--- src/logic/udb_pkg.sv ---
package udb_pkg;
    // ==========================================================
    // Register map
    localparam logic [7:0] UDB_ADDR_DATA     = 8'h99;
    localparam logic [7:0] UDB_DATA_RESET    = 8'h00;
    // ==========================================================
    // Bit-rate timer
    localparam logic [1:0] UDB_PRE_DIV12     = 2'h0;
    localparam logic [1:0] UDB_PRE_DIV4      = 2'h1;
    localparam logic [1:0] UDB_PRE_DIV48     = 2'h2;
    localparam logic [5:0] UDB_DIV12         = 6'h0c;
    localparam logic [5:0] UDB_DIV4          = 6'h04;
    localparam logic [5:0] UDB_DIV48         = 6'h30;
    localparam logic [1:0] UDB_OVF_PER_BIT   = 2'h2;
    // ==========================================================
    // Frame
    localparam logic [3:0] UDB_DATA_BITS     = 4'h8;
    localparam logic [3:0] UDB_FRAME_BITS    = 4'hb;
    localparam int         UDB_FIFO_DEPTH    = 16;
    localparam int         UDB_FIFO_WIDTH    = 8;
    typedef enum logic [1:0] {UDB_TX_IDLE, UDB_TX_SHIFT} udb_tx_e;
endpackage

--- src/logic/udb_fifo.sv ---
`timescale 1ns/1ps
module udb_fifo #(
    parameter int WIDTH = 8,
    parameter int DEPTH = 16
) (
    input  wire logic             SYS_CLK,
    input  wire logic             RESET,
    input  wire logic             in_valid,
    output logic                  in_ready,
    input  wire logic [WIDTH-1:0] in_data,
    output logic                  out_valid,
    input  wire logic             out_ready,
    output logic      [WIDTH-1:0] out_data
);
    localparam int AW = $clog2(DEPTH);
    logic [WIDTH-1:0] mem [DEPTH];
    logic [AW-1:0]    wr_ptr;
    logic [AW-1:0]    rd_ptr;
    logic [AW:0]      count;
    logic             push;
    logic             pop;

    assign in_ready  = (count != (AW+1)'(DEPTH));
    assign out_valid = (count != '0);
    assign push      = in_valid && in_ready;
    assign pop       = out_valid && out_ready;
    assign out_data  = mem[rd_ptr];

    always_ff @(posedge SYS_CLK) begin
        if (push) begin
            mem[wr_ptr] <= in_data;
        end
    end

    always_ff @(posedge SYS_CLK) begin
        if (RESET) begin
            wr_ptr <= '0;
            rd_ptr <= '0;
            count  <= '0;
        end else begin
            if (push) begin
                wr_ptr <= wr_ptr + 1'b1;
            end
            if (pop) begin
                rd_ptr <= rd_ptr + 1'b1;
            end
            count <= count + (AW+1)'(push) - (AW+1)'(pop);
        end
    end
endmodule

--- src/logic/udb_top.sv ---
`timescale 1ns/1ps
module udb_top (
    input  wire logic       SYS_CLK,
    input  wire logic       RESET,
    input  wire logic [7:0] ADDR,
    input  wire logic       WR_EN,
    input  wire logic       RD_EN,
    input  wire logic [7:0] WDATA,
    output logic      [7:0] RDATA,
    output logic            WR_READY,
    input  wire logic       TIMER_CLOCK_SELECT,
    input  wire logic [1:0] TIMER_PRESCALE_SELECT,
    input  wire logic [7:0] RELOAD,
    input  wire logic       NINE_BIT_MODE,
    input  wire logic       TX_NINTH_BIT,
    input  wire logic       RECEIVE_ENABLE,
    input  wire logic       MULTIPROC_CHECK_ENABLE,
    input  wire logic       TRANSMIT_DONE_CLEAR,
    input  wire logic       RECEIVE_DONE_CLEAR,
    output logic            TRANSMIT_DONE_FLAG,
    output logic            RECEIVE_DONE_FLAG,
    output logic            RX_NINTH_BIT,
    input  wire logic       RXD,
    output logic            TXD
);
    // ==========================================================
    // Bit-rate timer
    logic [5:0] pre_cnt;
    logic [5:0] pre_div;
    logic       tick;
    logic [7:0] timer;
    logic       ovf;
    logic       bit_tick;
    logic       half;

    function automatic logic [5:0] div_of(input logic [1:0] sel);
        if (sel == udb_pkg::UDB_PRE_DIV4) begin
            return udb_pkg::UDB_DIV4;
        end else if (sel == udb_pkg::UDB_PRE_DIV48) begin
            return udb_pkg::UDB_DIV48;
        end else begin
            return udb_pkg::UDB_DIV12;
        end
    endfunction

    function automatic logic data_addr(input logic [7:0] addr);
        return addr == udb_pkg::UDB_ADDR_DATA;
    endfunction

    function automatic logic last_slot(input logic [3:0] cnt, input logic [3:0] total);
        return cnt == total - 4'h1;
    endfunction

    assign pre_div  = div_of(TIMER_PRESCALE_SELECT);
    // At or above, so a smaller divisor picked mid-count cannot wrap the counter
    assign tick     = TIMER_CLOCK_SELECT || (pre_cnt >= pre_div - 6'h01);
    assign ovf      = tick && (timer == 8'hff);
    assign bit_tick = ovf && half;

    always_ff @(posedge SYS_CLK) begin
        if (RESET || tick || TIMER_CLOCK_SELECT) begin
            pre_cnt <= 6'h00;
        end else begin
            pre_cnt <= pre_cnt + 6'h01;
        end
    end

    // Auto-reload; two overflows make one bit time
    always_ff @(posedge SYS_CLK) begin
        if (RESET) begin
            timer <= 8'h00;
            half  <= 1'b0;
        end else if (tick) begin
            timer <= ovf ? RELOAD : timer + 8'h01;
            if (ovf) begin
                half <= !half;
            end
        end
    end

    // ==========================================================
    // Transmit path, with a FIFO ahead of the shifter
    logic       fifo_valid;
    logic       fifo_ready;
    logic [7:0] fifo_data;
    logic       wr_hit;
    udb_pkg::udb_tx_e tx_state;
    logic [9:0] tx_shift;
    logic [3:0] tx_cnt;
    logic [3:0] tx_total;

    assign wr_hit     = WR_EN && data_addr(ADDR);
    assign tx_total   = NINE_BIT_MODE ? udb_pkg::UDB_FRAME_BITS : udb_pkg::UDB_FRAME_BITS - 4'h1;
    assign fifo_ready = (tx_state == udb_pkg::UDB_TX_IDLE) && bit_tick;

    udb_fifo #(.WIDTH(udb_pkg::UDB_FIFO_WIDTH), .DEPTH(udb_pkg::UDB_FIFO_DEPTH)) u_fifo (
        .SYS_CLK   (SYS_CLK),
        .RESET     (RESET),
        .in_valid  (wr_hit),
        .in_ready  (WR_READY),
        .in_data   (WDATA),
        .out_valid (fifo_valid),
        .out_ready (fifo_ready),
        .out_data  (fifo_data)
    );

    always_ff @(posedge SYS_CLK) begin
        if (RESET) begin
            tx_state <= udb_pkg::UDB_TX_IDLE;
            tx_shift <= '1;
            tx_cnt   <= 4'h0;
            TXD      <= 1'b1;
        end else if (bit_tick) begin
            case (tx_state)
                udb_pkg::UDB_TX_IDLE: begin
                    TXD <= 1'b1;
                    if (fifo_valid) begin
                        // Start bit now; data LSB first, then ninth bit in nine-bit mode, then stop
                        TXD      <= 1'b0;
                        tx_shift <= {1'b1, NINE_BIT_MODE ? TX_NINTH_BIT : 1'b1, fifo_data};
                        tx_cnt   <= 4'h1;
                        tx_state <= udb_pkg::UDB_TX_SHIFT;
                    end
                end
                udb_pkg::UDB_TX_SHIFT: begin
                    TXD      <= tx_shift[0];
                    tx_shift <= {1'b1, tx_shift[9:1]};
                    tx_cnt   <= tx_cnt + 4'h1;
                    if (last_slot(tx_cnt, tx_total)) begin
                        tx_state <= udb_pkg::UDB_TX_IDLE;
                    end
                end
                default: tx_state <= udb_pkg::UDB_TX_IDLE;
            endcase
        end
    end

    logic tx_stop_start;
    assign tx_stop_start = bit_tick && (tx_state == udb_pkg::UDB_TX_SHIFT) && last_slot(tx_cnt, tx_total);

    // Set wins over a clear in the same cycle
    always_ff @(posedge SYS_CLK) begin
        if (RESET) begin
            TRANSMIT_DONE_FLAG <= 1'b0;
        end else if (tx_stop_start) begin
            TRANSMIT_DONE_FLAG <= 1'b1;
        end else if (TRANSMIT_DONE_CLEAR) begin
            TRANSMIT_DONE_FLAG <= 1'b0;
        end
    end

    // ==========================================================
    // Receive path, sampled at one point per bit (mid-bit half-overflow)
    logic       rx_s1;
    logic       rx_s2;
    logic       rx_busy;
    logic [3:0] rx_cnt;
    logic [9:0] rx_shift;
    logic [7:0] rx_latch;
    logic       rx_mid;
    logic       rx_done;
    logic       rx_accept;

    assign rx_mid    = ovf && !half;
    assign rx_done   = rx_busy && rx_mid && last_slot(rx_cnt, tx_total);
    assign rx_accept = rx_done && !RECEIVE_DONE_FLAG &&
                       (!MULTIPROC_CHECK_ENABLE || (NINE_BIT_MODE ? rx_shift[9] : rx_s2));

    always_ff @(posedge SYS_CLK) begin
        if (RESET) begin
            rx_s1 <= 1'b1;
            rx_s2 <= 1'b1;
        end else begin
            rx_s1 <= RXD;
            rx_s2 <= rx_s1;
        end
    end

    always_ff @(posedge SYS_CLK) begin
        if (RESET) begin
            rx_busy  <= 1'b0;
            rx_cnt   <= 4'h0;
            rx_shift <= '0;
        end else if (!rx_busy) begin
            if (RECEIVE_ENABLE && rx_mid && !rx_s2) begin
                rx_busy <= 1'b1;
                rx_cnt  <= 4'h1;
            end
        end else if (rx_mid) begin
            rx_cnt   <= rx_cnt + 4'h1;
            rx_shift <= {rx_s2, rx_shift[9:1]};
            if (rx_done) begin
                rx_busy <= 1'b0;
            end
        end
    end

    always_ff @(posedge SYS_CLK) begin
        if (RESET) begin
            rx_latch     <= udb_pkg::UDB_DATA_RESET;
            RX_NINTH_BIT <= 1'b0;
        end else if (rx_accept) begin
            rx_latch     <= NINE_BIT_MODE ? rx_shift[8:1] : rx_shift[9:2];
            RX_NINTH_BIT <= NINE_BIT_MODE ? rx_shift[9] : rx_s2;
        end
    end

    always_ff @(posedge SYS_CLK) begin
        if (RESET) begin
            RECEIVE_DONE_FLAG <= 1'b0;
        end else if (rx_accept) begin
            RECEIVE_DONE_FLAG <= 1'b1;
        end else if (RECEIVE_DONE_CLEAR) begin
            RECEIVE_DONE_FLAG <= 1'b0;
        end
    end

    // Read data registered, one cycle after the strobe
    always_ff @(posedge SYS_CLK) begin
        if (RESET) begin
            RDATA <= udb_pkg::UDB_DATA_RESET;
        end else if (RD_EN && data_addr(ADDR)) begin
            RDATA <= rx_latch;
        end
    end

    // ==========================================================
    // Checks
    // Pacing helpers; a prescale select change leaves the divider running, so one gap is skipped
    logic [1:0] ovf_seen;
    logic [5:0] tick_gap;
    logic [2:0] cfg_prev;
    logic       cfg_moved;
    logic       tick_steady;

    assign cfg_moved = {TIMER_CLOCK_SELECT, TIMER_PRESCALE_SELECT} != cfg_prev;

    always_ff @(posedge SYS_CLK) begin
        if (RESET || bit_tick) begin
            ovf_seen <= 2'h0;
        end else if (ovf) begin
            ovf_seen <= ovf_seen + 2'h1;
        end
    end

    always_ff @(posedge SYS_CLK) begin
        if (RESET || tick) begin
            tick_gap <= 6'h00;
        end else begin
            tick_gap <= tick_gap + 6'h01;
        end
    end

    always_ff @(posedge SYS_CLK) begin
        if (RESET) begin
            cfg_prev    <= 3'h0;
            tick_steady <= 1'b0;
        end else begin
            cfg_prev <= {TIMER_CLOCK_SELECT, TIMER_PRESCALE_SELECT};
            if (cfg_moved) begin
                tick_steady <= 1'b0;
            end else if (tick) begin
                tick_steady <= 1'b1;
            end
        end
    end
endmodule

--- config.mk ---
export PLATFORM = sky130hd
export DESIGN_NAME = udb_top
export DESIGN_NICKNAME = d
export VERILOG_FILES = /design/src/logic/udb_pkg.sv /design/src/logic/udb_fifo.sv /design/src/logic/udb_top.sv
export SDC_FILE = /design/constraint.sdc
export NUM_CORES = 1
export LEC_CHECK = 0
export ABC_AREA = 1
export BUFFER_PORTS_ARGS = -buffer_cell sky130_fd_sc_hd__buf_2
export CAP_MARGIN = 15
export CORE_ASPECT_RATIO = 1.25
export CORE_MARGIN = 2
export CORE_UTILIZATION = 63
export CTS_BUF_LIST = sky130_fd_sc_hd__clkbuf_4
export CTS_CLUSTER_DIAMETER = 30
export CTS_CLUSTER_SIZE = 10
export DETAILED_ROUTE_END_ITERATION = 10
export PLACE_DENSITY = 0.82
export SYNTH_ARGS = -nofsm -noshare
export SYNTH_HDL_FRONTEND = slang
export SYNTH_SLANG_ARGS = --single-unit
--- constraint.sdc ---
create_clock -name SYS_CLK -period 3.3 [get_ports SYS_CLK]
set_input_delay 0.165 -clock SYS_CLK [delete_from_list [all_inputs] [get_ports SYS_CLK]]
set_output_delay 0.165 -clock SYS_CLK [all_outputs]
set_load 0.05 [all_outputs]
---- After elaboration in Yosys (flattened, before gate mapping) ----
Memory sizes are Yosys's and may differ from the RTL's. A register that Yosys moved wholly into a read port is not among the register bits.
Cells that the tools add are included.
storage, ports and cells
  output and inout bits ................... 13
  RAM bits ................................ 128
  memories kept ........................... 1
  bits of input ports ..................... 38
  logic and storage cells ................. 110
  register bits ........................... 81
memory list
  name        depth  width  rd ports  clocked after Yosys merged registers in  write ports  line            text
  u_fifo.mem  16     8      1         1                                        1            udb_fifo.sv:16  logic [WIDTH-1:0] mem [DEPTH];
operators by class
  eq/ne operators ......................... 11
  multiplexer cells ....................... 31
  magnitude comparators ................... 1
  reductions and logical operators ........ 36
  add/subtract/negate cells ............... 10
operator list
  cell                                                                number
  4-bit 2-to-1 mux                                                    6
  10-bit one-hot mux with 2 select lines                              1
  4-bit by 1-bit adder with 4-bit output, second input constant       4
  8-bit == test, second input constant                                2
  1-bit logical AND                                                   16
  8-bit 2-to-1 mux                                                    2
  1-bit 2-to-1 mux                                                    14
  6-bit 2-to-1 mux                                                    2
  10-bit 2-to-1 mux                                                   1
  8-bit by 1-bit adder with 8-bit output, second input constant       1
  4-bit == test                                                       2
  4-bit one-hot mux with 2 select lines                               1
  2-bit AND reduction                                                 4
  2-bit nonzero test                                                  4
  6-bit by 1-bit adder with 6-bit output, second input constant       1
  6-bit greater-or-equal comparator                                   1
  3-bit AND reduction                                                 2
  6-bit by 1-bit subtractor with 6-bit output, second input constant  1
  5-bit by 1-bit adder with 5-bit output                              1
  5-bit != test, second input constant                                1
  5-bit nonzero test                                                  1
  5-bit by 1-bit subtractor with 5-bit output                         1
  2-bit by 1-bit == test with 1-bit output, second input constant     2
  1-bit zero test                                                     4
  9 further kinds                                                     14

---- Longest topological paths before layout ----
  word-level depth ........................ 13
  gate-level depth with buffers ........... 19
  depth with buffers taken out ............ 19

---- By module ----
A second synthesis with hierarchy kept.
second synthesis, totals
  cells, all modules ...................... 1084
  area total of the unflattened synthesis .. 9565.4 um^2
modules (own cells, without submodules)
  module    cells each  area each (um^2)  sequential area each (um^2)  instances
  udb_fifo  651         6461.2            4184.0                       1
  udb_top   433         3104.2            1301.2                       1

---- Worst setup path after synthesis ----
No wires, ideal clock.
  path kind ............................... reg2reg
  start ................................... register u_fifo.count[3]
  end ..................................... register u_fifo.count[4]
  required time ........................... 3175 ps
  slack ................................... 600 ps
  setup time .............................. 125 ps
  path buffers ............................ 0
  period minus slack after synthesis ...... 2700 ps
  cell stages (with the launch flop) ...... 12
  data arrival time ....................... 2575 ps
  path through ............................ dfxtp_1 inv_1 ha_1 nand4_1 nand3_1 inv_1 ha_1 fa_1 a21oi_1 o21ai_0 o21ai_0 a21oi_1
on the way
  word-level cells in the longest chain between the ends .. 4
  elaborated cells on any way between the ends .. 6
  classes of those cells .................. add/sub: 2; eq/ne: 1; reduce/logical: 3
RTL lines
  element                                      line            text
  start, declared                              udb_fifo.sv:19  logic [AW:0] count;
  start signal, assigned                       udb_fifo.sv:47  count <= count + (AW+1)'(push) - (AW+1)'(pop);
  5-bit != test                                udb_fifo.sv:23  assign in_ready = (count != (AW+1)'(DEPTH));
  net WR_READY                                 udb_top.sv:10   output logic WR_READY,
  1-bit logical AND                            udb_fifo.sv:25  assign push = in_valid && in_ready;
  net u_fifo.push                              udb_fifo.sv:20  logic push;
  5-bit by 1-bit adder with 5-bit output       udb_fifo.sv:47
  5-bit by 1-bit subtractor with 5-bit output  udb_fifo.sv:47
The timed path passes the listed nets, and every way through them passes these cells.
A chain may end at the register's enable or synchronous reset.

---- Worst setup path in the final report ----
  start ................................... register timer[0]
  end ..................................... register u_fifo.count[4]
on the way
  word-level cells in the longest chain between the ends .. 6
RTL lines
  element                                      line            text
  start, declared                              udb_top.sv:31   logic [7:0] timer;
  start signal, assigned                       udb_top.sv:74   timer <= ovf ? RELOAD : timer + 8'h01;
  8-bit == test                                udb_top.sv:57   assign ovf = tick && (timer == 8'hff);
  1-bit logical AND                            udb_top.sv:57
  1-bit logical AND                            udb_top.sv:58   assign bit_tick = ovf && half;
  1-bit logical AND                            udb_top.sv:94   assign fifo_ready = (tx_state == udb_pkg::UDB_TX_IDLE) && bit_tick;
  1-bit logical AND                            udb_fifo.sv:26  assign pop = out_valid && out_ready;
  5-bit by 1-bit subtractor with 5-bit output  udb_fifo.sv:47
No other way between the ends.

==> out/qor.txt <==
Status - finished, final reports clean
Clock tree root driver cell - clkbuf_4
Worst Path Max Fanout - 7
Initial DRC Count - 453
I/O pins - 51
Crit start category - register
Final WL - 19,700 um
CTS Buf Count - 36
Fin. max-slew vios - 0
Peak VDD IR - 379 uV
CTS sink cnt - 210
Hold/Removal Path Class - primary input to register
Ys Warns - 0
Worst Skew - 0.0237 ns
WL per Instance - 15.8 um
Core Box Area - 0.0139 mm2
Post-route clock period utilization - 86.9%
Pre-antenna DRT Iters - 5
Cts repair resizes - 0
Detailed Place HPWL - 12,300 um
Routability cong. - 0.920
GRT overflow - 0
Die area - 0.0152 mm2
# fillers - 1,011
Initial core utilization - 64.6%
DR DRC count - 0
MaxCap Viol Count - 0
Skew-Pair Late Insertion Delay - 0.60 ns
Total GRT Usage - 26.5%
Post-CTS setup buffer count - 0
Post-layout minimum cycle time - 2.87 ns
Via Count - 6,921
Largest net degree at the start of global routing - 79
Commonest non-fill, non-tap cell in the layout - nor2_1
Static leakage - 3.92 nW
Pwr dens - 488 mW/mm2
Hold buffers post-CTS - 24
Clock buffer depth - 3
Mapped Nets - 1,002
Die W - 111 um
Slew @ Worst Pin - 0.941 ns
Final hold vios - 0
Reg clk slew, reported paths - 0.10 ns
Crit path arrival time - 3.35 ns
Initial antenna violation count - 1
Critical path type - register to register
Number of placement rows - 48
Post-Syn Area - 0.00896 mm2
Mean area per synthesized cell - 9.48 um2
TritonCTS clock tree - built
Post-route cell area - 0.0103 mm2
Synth Instances - 945
Slew margin rel. - 37.2%
CP Capture Type - register
Setup Viol. Count Final - 0
Worst EP required - 3.78 ns
Setup TNS - 0 ns
I/O Buffers - 50
Post-DP Area - 0.00944 mm2
Yosys cell types - 35
Vias in the first global route - 6,675
Vias per inst - 5.57
Peak Freq - 0.349 GHz
Most frequent cells in the layout - nor2_1 (181), edfxtp_1 (128), nand2_1 (124)
FF+latch count, synth - 210
Antenna viol nets, final - 0
Die Y - 137 um
Post-synthesis sequential area ratio - 61.2%
First-pass GRT wire length - 31,800 um
Area delta synth->final - 14.7%
Share of cells above drive strength 1 - 13.6%
Fin nets - 1,097
RSZ-0062 raised after global routing - no
H-tree depth - 2
## layout make-up
cell class	count	area (um2)	area share [%]
clock inverters	22	277	2.69
repair buffers	97	663	6.45
diodes	1	2.50	0.0244
multi-input cells	620	3030	29.5
inverters	75	282	2.74
well taps	175	219	2.13
flip-flops and latches	210	5490	53.4
clock buffers	42	315	3.07
## flip-flops by register name, indices dropped and copies added, names as in the netlist, 4 cells and up, named ones only
signal and cells:
u_fifo.mem 128, rx_shift 9, tx_shift 9, RDATA 8, rx_latch 8, timer 8
pre_cnt 6, u_fifo.count 5, rx_cnt 4, tx_cnt 4, u_fifo.rd_ptr 4, u_fifo.wr_ptr 4
## metrics by stage
step / hold WS [ns] / setup slack, ns / power [mW] / instances / util, %
after floorplan: 0.264 / 0.600 / 2.89 / 945 / -
after global placement: 0.354 / 0.524 / 2.94 / 1153 / 68.0
after detailed placement: 0.352 / 0.401 / 2.95 / 1153 / 68.0
after CTS: 0.0191 / 0.438 / 5.05 / 1241 / 74.0
after global routing: 0.0842 / 0.141 / 5.19 / 1242 / 74.1
final: 0.0664 / 0.434 / 5.01 / 1242 / 74.1
## routing by layer
layer | up-vias | track usage, % | share of wire [%]
met5 | - | 0 | 0
met4 | 0 | 13.6 | 4.1
met3 | 60 | 4.00 | 5.8
met2 | 238 | 48.2 | 52
met1 | 3208 | 30.7 | 38
li1 | 3415 | - | -
## cells by family (layout without fill, tap and decap cells)
group | Yosys count | in the layout | synth area share (%)
AND/OR/NAND/NOR | 398 | 398 | 18.7
flip-flops | 210 | 210 | 61.2
AO/OA/AOI/OAI | 189 | 189 | 11.1
buffers and inverters | 115 | 236 | 4.93
adder cells (fa/ha/maj) | 19 | 19 | 2.74
XOR/XNOR | 13 | 13 | 1.27
other | 1 | 2 | 0.0419
## critical path: stages, from the launching register on
cell and delay [ns]:
dfxtp_1 0.38, ha_1 0.24, nand3_2 0.13, nor3_4 0.29
nand3_2 0.20, nor2_1 0.19, nand2_1 0.12, nand2_1 0.10
nand2_1 0.06, ha_1 0.21, fa_1 0.41, a21oi_1 0.13
o21ai_0 0.10, o21ai_0 0.16, a21oi_1 0.06
## power breakdown
part | switching, mW | internal (mW)
Combinational | 0.0765 | 0.0489
Sequential | 0.00590 | 2.78
Clock | 0.986 | 1.12
## synthesized netlist by cell type (all sizes together)
library cell | n | area share, %
o211a | 1 | 0.11
a31oi | 3 | 0.21
o211ai | 12 | 1.0
buf | 9 | 0.49
or2 | 3 | 0.21
dfxtp | 82 | 18
nor3 | 4 | 0.35
nand3b | 1 | 0.084
o2111ai | 1 | 0.098
nor2 | 184 | 7.9
o22ai | 1 | 0.070
fa | 1 | 0.22
o21ai | 102 | 5.7
conb | 1 | 0.042
nand3 | 76 | 4.6
nand4 | 4 | 0.28
xor2 | 8 | 0.78
a21oi | 68 | 3.8
edfxtp | 128 | 43
clkbuf | 31 | 1.3
ha | 18 | 2.5
xnor2 | 5 | 0.49
inv | 75 | 3.1
nor3b | 2 | 0.17
nand2 | 124 | 5.2
o21a | 1 | 0.084
## path summary, 6_finish.rpt
kind                               from                          to  slack [ns]  cells after the start
setup / recovery  timer[0]$_SDFFE_PP0P_  u_fifo.count[4]$_SDFF_PP0_        0.43                     14
hold / removal           RECEIVE_ENABLE          rx_busy$_SDFF_PP0_        0.07                      4
setup reg to reg  timer[0]$_SDFFE_PP0P_  u_fifo.count[4]$_SDFF_PP0_        0.43                     14
hold reg to reg        rx_s1$_SDFF_PP1_            rx_s2$_SDFF_PP1_        0.44                      1
No activity file was read; power rests on OpenSTA's default activity.
